$ cat src/logic/strap_led_pkg.sv
// Constants for the strap-sampled address and status LED pin block.
// Assumes a single 10 MHz core clock and an active-low asynchronous reset.
package strap_led_pkg;
    localparam int NUM_PINS = 5;
    localparam int PIN_ACTIVITY = 0;
    localparam int PIN_COLLISION = 1;
    localparam int PIN_LINK = 2;
    localparam int PIN_TRANSMIT = 3;
    localparam int PIN_RECEIVE = 4;
    localparam logic [4:0] ADDR_RESET = 5'h00;
    localparam int CLK_PERIOD_NS = 100;
    localparam int COL_STRETCH_MS = 70;
    localparam int COL_STRETCH_CYCLES =
        (COL_STRETCH_MS * 1000000) / CLK_PERIOD_NS;
    localparam int COL_CNT_W = 20;
endpackage : strap_led_pkg

$ cat src/logic/strap_sample_led_pins.sv
// Dual-use strap / status LED pins with reset-time address latching.
// Assumes indication inputs are synchronous to core_clk and strap pins are
// asynchronous; the board pulls each pin through an LED and resistor.
// Assumes the pad cell drives pin_out while pin_oe is high and otherwise
// lets the pull resistor set the level seen on pin_in.
//
// Summary of operation
// - Pins stay inputs during hardware reset; levels are latched at release.
// - Once the straps are latched every pin drives a status LED.
// - Software reset neither resamples the straps nor releases the pins.
// - An asserted output drives the complement of its latched strap.
// - A strap sampled low gives address bit zero, high gives one.
// - The activity pin is address bit 0, then shows receive or transmit.
// - The collision pin is address bit 1, then shows detected collisions.
// - Each collision holds the collision indication for about 70 ms.
// - The link pin is address bit 2, then shows a valid link.
// - The transmit pin is address bit 3, then shows transmit activity.
// - The receive pin is address bit 4, then shows receive activity.
`timescale 1ns/1ps
module strap_sample_led_pins #(
    parameter int unsigned COL_HOLD_CYCLES =
        strap_led_pkg::COL_STRETCH_CYCLES
) (
    input wire logic core_clk,
    input wire logic rst_n,
    input wire logic soft_reset,
    input wire logic rx_active,
    input wire logic tx_active,
    input wire logic collision,
    input wire logic link_valid,
    input wire logic [4:0] pin_in,
    output logic [4:0] pin_out,
    output logic [4:0] pin_oe,
    output logic [4:0] strap_mgmt_address,
    output logic straps_valid
);
    typedef enum logic [2:0] {
        ST_RESET = 3'b001,
        ST_SAMPLE = 3'b010,
        ST_DRIVE = 3'b100
    } phase_t;

    phase_t phase_reg;
    phase_t phase_next;
    logic sample_now;
    logic drive_now;
    logic pins_driven;

    logic col_stretched;
    logic act_lit;
    logic col_lit;
    logic link_lit;
    logic tx_lit;
    logic rx_lit;
    logic [4:0] status;
    logic unused_soft_reset;

    // The synchroniser clocks through reset, so it holds real pin levels at
    // release; the latch loads on the second edge, as ST_SAMPLE ends.
    always_comb
    begin
        case (phase_reg)
            ST_RESET:
            begin
                phase_next = ST_SAMPLE;
            end
            ST_SAMPLE:
            begin
                phase_next = ST_DRIVE;
            end
            ST_DRIVE:
            begin
                phase_next = ST_DRIVE;
            end
            default:
            begin
                // A corrupted code restarts the sequence rather than hang.
                phase_next = ST_RESET;
            end
        endcase
    end

    always_ff @(posedge core_clk or negedge rst_n)
    begin
        if (!rst_n)
        begin
            phase_reg <= ST_RESET;
        end
        else
        begin
            phase_reg <= phase_next;
        end
    end

    assign sample_now = (phase_reg == ST_SAMPLE);
    assign drive_now = (phase_reg == ST_DRIVE);
    // Soft reset takes no part here: once driven, the pins stay driven.
    assign pins_driven = sample_now | drive_now;

    pulse_stretcher #(
        .HOLD_CYCLES(COL_HOLD_CYCLES)
    ) u_col_stretch (
        .core_clk(core_clk),
        .rst_n(rst_n),
        .trigger(collision),
        .stretched(col_stretched)
    );

    assign act_lit = rx_active | tx_active;
    assign col_lit = col_stretched;
    assign link_lit = link_valid;
    assign tx_lit = tx_active;
    assign rx_lit = rx_active;

    assign status[strap_led_pkg::PIN_ACTIVITY] = act_lit;
    assign status[strap_led_pkg::PIN_COLLISION] = col_lit;
    assign status[strap_led_pkg::PIN_LINK] = link_lit;
    assign status[strap_led_pkg::PIN_TRANSMIT] = tx_lit;
    assign status[strap_led_pkg::PIN_RECEIVE] = rx_lit;

    always_ff @(posedge core_clk or negedge rst_n)
    begin
        if (!rst_n)
        begin
            straps_valid <= 1'b0;
        end
        else if (sample_now)
        begin
            straps_valid <= 1'b1;
        end
    end

    genvar i;
    generate
        for (i = 0; i < strap_led_pkg::NUM_PINS; i++)
        begin : g_pin
            logic sync1_reg;
            logic sync2_reg;
            logic addr_reg;
            logic oe_reg;
            logic out_reg;
            logic out_next;
            logic lit;
            logic lit_level;
            logic dark_level;

            // No reset on the synchroniser: the pads are inputs all
            // through reset, so the pair holds settled levels at release.
            always_ff @(posedge core_clk)
            begin
                sync1_reg <= pin_in[i];
            end

            always_ff @(posedge core_clk)
            begin
                sync2_reg <= sync1_reg;
            end

            // Only rst_n reloads the address; a software reset cannot.
            always_ff @(posedge core_clk or negedge rst_n)
            begin
                if (!rst_n)
                begin
                    addr_reg <= strap_led_pkg::ADDR_RESET[i];
                end
                else if (sample_now)
                begin
                    addr_reg <= sync2_reg;
                end
            end

            always_ff @(posedge core_clk or negedge rst_n)
            begin
                if (!rst_n)
                begin
                    oe_reg <= 1'b0;
                end
                else
                begin
                    oe_reg <= pins_driven;
                end
            end

            // The dark level equals the strap, so the pull resistor and
            // the driver agree whenever the LED is off.
            assign lit = status[i];
            assign lit_level = ~addr_reg;
            assign dark_level = addr_reg;
            // At the latch edge the pin repeats its strap: LED stays dark.
            assign out_next = sample_now ? sync2_reg :
                (lit ? lit_level : dark_level);

            always_ff @(posedge core_clk or negedge rst_n)
            begin
                if (!rst_n)
                begin
                    out_reg <= 1'b0;
                end
                else if (pins_driven)
                begin
                    out_reg <= out_next;
                end
            end

            assign strap_mgmt_address[i] = addr_reg;
            assign pin_oe[i] = oe_reg;
            assign pin_out[i] = out_reg;
        end
    endgenerate

    // The soft_reset port exists so integration shows it is ignored.
    assign unused_soft_reset = soft_reset;
endmodule : strap_sample_led_pins

$ cat src/logic/pulse_stretcher.sv
// Stretches a one-cycle event into a level held for a fixed cycle count.
// Assumes the event input is already synchronous to core_clk.
`timescale 1ns/1ps
module pulse_stretcher #(
    parameter int unsigned HOLD_CYCLES = strap_led_pkg::COL_STRETCH_CYCLES
) (
    input wire logic core_clk,
    input wire logic rst_n,
    input wire logic trigger,
    output logic stretched
);
    logic [strap_led_pkg::COL_CNT_W-1:0] count_reg;
    logic [strap_led_pkg::COL_CNT_W-1:0] count_next;
    localparam logic [strap_led_pkg::COL_CNT_W-1:0] HOLD =
        strap_led_pkg::COL_CNT_W'(HOLD_CYCLES);

    // A new collision restarts the full hold, so bursts keep the LED lit.
    assign count_next = trigger ? HOLD :
        (count_reg != '0) ? count_reg - 1'b1 : count_reg;

    always_ff @(posedge core_clk or negedge rst_n)
    begin
        if (!rst_n)
        begin
            count_reg <= '0;
            stretched <= 1'b0;
        end
        else
        begin
            count_reg <= count_next;
            stretched <= trigger || (count_next != '0);
        end
    end
endmodule : pulse_stretcher

$ cat config.mk
export PLATFORM = sky130hd
export DESIGN_NAME = strap_sample_led_pins
export DESIGN_NICKNAME = d
export VERILOG_FILES = /design/src/logic/strap_led_pkg.sv /design/src/logic/strap_sample_led_pins.sv /design/src/logic/pulse_stretcher.sv
export SDC_FILE = /design/constraint.sdc
export NUM_CORES = 1
export LEC_CHECK = 0
export ABC_AREA = 0
export BUFFER_PORTS_ARGS = -buffer_cell sky130_fd_sc_hd__buf_2
export CAP_MARGIN = 30
export CORE_ASPECT_RATIO = 1.75
export CORE_MARGIN = 2
export CORE_UTILIZATION = 62
export DETAILED_ROUTE_END_ITERATION = 6
export GPL_TIMING_DRIVEN = 0
export PLACE_DENSITY = 0.86
export SYNTH_ARGS = -nofsm -noshare
export SYNTH_HDL_FRONTEND = slang
export SYNTH_SLANG_ARGS = --single-unit
$ cat constraint.sdc
create_clock -name core_clk -period 5 [get_ports core_clk]
set_clock_uncertainty 0.15 [all_clocks]
set_input_delay 0.75 -clock core_clk [delete_from_list [all_inputs] [get_ports core_clk]]
set_output_delay 0.75 -clock core_clk [all_outputs]
set_load 0.02 [all_outputs]
==> run_results.csv <==
group,metric,value,unit
min_path,hold_class,"register to register",
synth,synthFlopType,"dfrtp_1",
synth,syn-cell-area,2280,um2
grt,grt-ovfl-total,0,
synth,synth-edff-count,0,
sta,fin_hold_ws,182,ps
sta,period_share,55.1,%
detailed_routing,ant_nets,0,
die,fp.dieW,49.8,um
grt,grt_pass1_wl,7.83,mm
synth,syn-num-nets,238,
synth,synth_top_family_by_area,"simple AND/OR/NAND/NOR gates",
min_path,min_to,"g_pin[1].sync2_reg",
detailed_routing,wl,4.62,mm
synth,synthArstFlopShare,77.8,%
pwr,powerDensity,299,nW/um2
grt,met1_usage,25.0,%
setup_path,cp.required,5020,ps
grt,grt_start_max_net_pins,36,
sta,slew_violations,0,
clock_network,hold_buffers,0,
die,dieArea,4200,um2
grt,grt_antenna_before_repair,0,
final_layout,fin_cells,303,
detailed_routing,vias,1702,
synth,ys_seq_area_share,47.3,%
sta,fmax,363,MHz
synth,synth_seq_cells,45,
synth,synthMuxAreaShare,3.95,%
pwr,leakagePower,1.05,nW
place,place_hpwl,3.44,mm
final_layout,largest_reg_flops,20,
clock_network,cts_tree,"done",
setup_path,crit_path_max_incr_delay,460,ps
setup_path,cp_cell_sequence,"inv_1 > ha_1 > or4b_4 > and4b_2 > nor4_1 > or3_4 > nor4_2 > nand4_1",
setup_path,slowest_stage,"or4b_4",
sta,setup_viol,0,
synth,synth-compound-area-share,10.5,%
min_path,holdPathStages,0,
place,portBuffers,25,
die,core_area,3560,um2
synth,synth_fa_ha_area_share,1.10,%
detailed_routing,drc,0,
clock_network,cts_resized,0,
sta,rsz0062_at_grt,"false",
detailed_routing,wl_per_cell,15.2,um
flow_run,cap_violations,0,
setup_path,arrival,2770,ps
setup_path,worstSetupPathType,"register to register",
die,num_rows,29,
synth,synth_cells,224,
grt,top_usage_layer,"met2",
synth,synth-simple-area-share,23.2,%
setup_path,reg2reg_to,"u_col_stretch.stretched",
setup_path,cp-start-kind,"register",
setup_path,reg2regPathDepth,8,
place,placed_cells,295,
clock_network,clock-sinks,45,
setup_path,cp-end-kind,"register",
grt,met3_usage,3.56,%
synth,synth_xor_area_share,5.77,%
detailed_routing,avgViaCountPerCell,5.62,
grt,use_met2,46.4,%
detailed_routing,first_iter_violations,36,
detailed_routing,dr.pass1.iters,4,
setup_path,cp-startpoint,"u_col_stretch.count_reg[0]",
sta,finalHoldViolations,0,
clock_network,numCtsBuffers,5,
clock_network,htree_levels,2,
sta,max-slew-margin-rel,44.5,%
final_layout,area_growth,12.7,%
final_layout,final_cell_mix,"dfrtp_1, buf_2, nor2_1",
final_layout,final_common_cell,"dfrtp_1",
grt,grt.total_usage,24.6,%
die,initial_core_util,64.1,%
clock_network,insertion_delay,300,ps
sta,fin_crit,2760,ps
setup_path,critPathMaxFanout,6,
die,ioPinCount,28,
synth,synth_warnings,0,
setup_path,r2r_slack,2240,ps
clock_network,clkTransAtPathRegs,80,ps
status,status,"completed",
final_layout,nets,270,
place,placed_area,2460,um2
final_layout,drive_above_1_share,28.4,%
place,globalplace.congestion,0.872,
pwr,vdd.ir_drop.worst,240,uV
clock_network,cts_setup_buffers,0,
clock_network,cts_buffer_depth,2,
synth,syn_avg_cell_area,10.2,um2
final_layout,final_util,72.2,%
final_layout,diodes,0,
final_layout,final_area,2570,um2
die,dieHeight,84.2,um
grt,grt_pass1_vias,1743,
synth,yosysUniqueCellTypes,48,
min_path,hold_start,"g_pin[1].sync1_reg",
sta,tns,0,ps
clock_network,cts_root_buf,"clkbuf_8",
sta,worst_pin_slew,830,ps
setup_path,r2r-start,"u_col_stretch.count_reg[0]",
## layout make-up
cell class | instances | area (um2)
Sequential cell | 45 | 1080
Multi-Input combinational cell | 148 | 1020
Fill cell | 281 | 987
Buffer | 23 | 155
Timing Repair Buffer | 25 | 125
Clock buffer | 6 | 72.6
Tap cell | 46 | 57.6
Clock inverter | 2 | 35.0
Inverter | 8 | 30.0
## cell families after synthesis
group,count (synthesis)
adders and majority gates,2
AOI/OAI and AO/OA,36
muxes,8
DFF,45
and+or+nand+nor,87
xor gates and xnor gates,15
buffers and inverters,31
## metal layers
layer  share of wire, %  vias to the layer above
li1                   -                      829
met5                  0                        -
met4                3.7                        0
met1                 36                      810
met2                 57                       52
met3                3.6                       11
## critical path, delay by kind of cell (launching register included)
| kind | cells | cell delay (ps) |
|---|---|---|
| simple gates | 6 | 1710 |
| flops | 1 | 450 |
| buf+inv | 1 | 160 |
| fa+ha+maj | 1 | 150 |
## synthesized netlist by cell type (3+ instances only)
| master | number | share of area, % |
|---|---|---|
| nor2_1 | 20 | 3.3 |
| dfxtp_1 | 10 | 8.8 |
| nor3b_1 | 4 | 1.3 |
| mux2_2 | 5 | 2.5 |
| o31ai_1 | 4 | 1.3 |
| and2_1 | 4 | 1.1 |
| nand2_1 | 19 | 3.1 |
| nor4_4 | 3 | 2.8 |
| nor3_1 | 7 | 1.5 |
| a21oi_1 | 9 | 2.0 |
| or3_1 | 5 | 1.4 |
| o21ai_0 | 10 | 2.2 |
| a211oi_1 | 3 | 0.99 |
| nor4_1 | 3 | 0.82 |
| xnor2_1 | 8 | 3.1 |
| buf_4 | 15 | 4.9 |
| inv_1 | 8 | 1.3 |
| buf_2 | 4 | 0.88 |
| dfrtp_1 | 34 | 37 |
| clkbuf_1 | 3 | 0.49 |
| or4_1 | 4 | 1.3 |
| xor2_1 | 7 | 2.7 |
## worst max path at each step
stage          slack, ps  depth (start not counted)                       to
6_report            2240                          8  u_col_stretch.stretched
3_5_place_dp        2310                          8  u_col_stretch.stretched
5_1_grt             2100                          8  u_col_stretch.stretched
3_3_place_gp        2320                          8  u_col_stretch.stretched
2_1_floorplan       2480                          7  u_col_stretch.stretched
4_1_cts             2270                          7  u_col_stretch.stretched
## stage by stage
stage	setup WS, ps	total power, W
finish	2240	0.000767
global route	2100	0.000798
CTS	2270	0.000772
detailed placement	2310	0.000509
global placement	2320	0.000505
floorplan	2480	0.000478
## power breakdown
| group | internal (W) | leakage [nW] | switching, W |
|---|---|---|---|
| clock network | 0.000148 | 0.0552 | 0.000117 |
| registers | 0.000380 | 0.480 | 0.0000175 |
| logic | 0.0000464 | 0.519 | 0.0000583 |
Note: power is estimated with default switching activity, not from simulation.
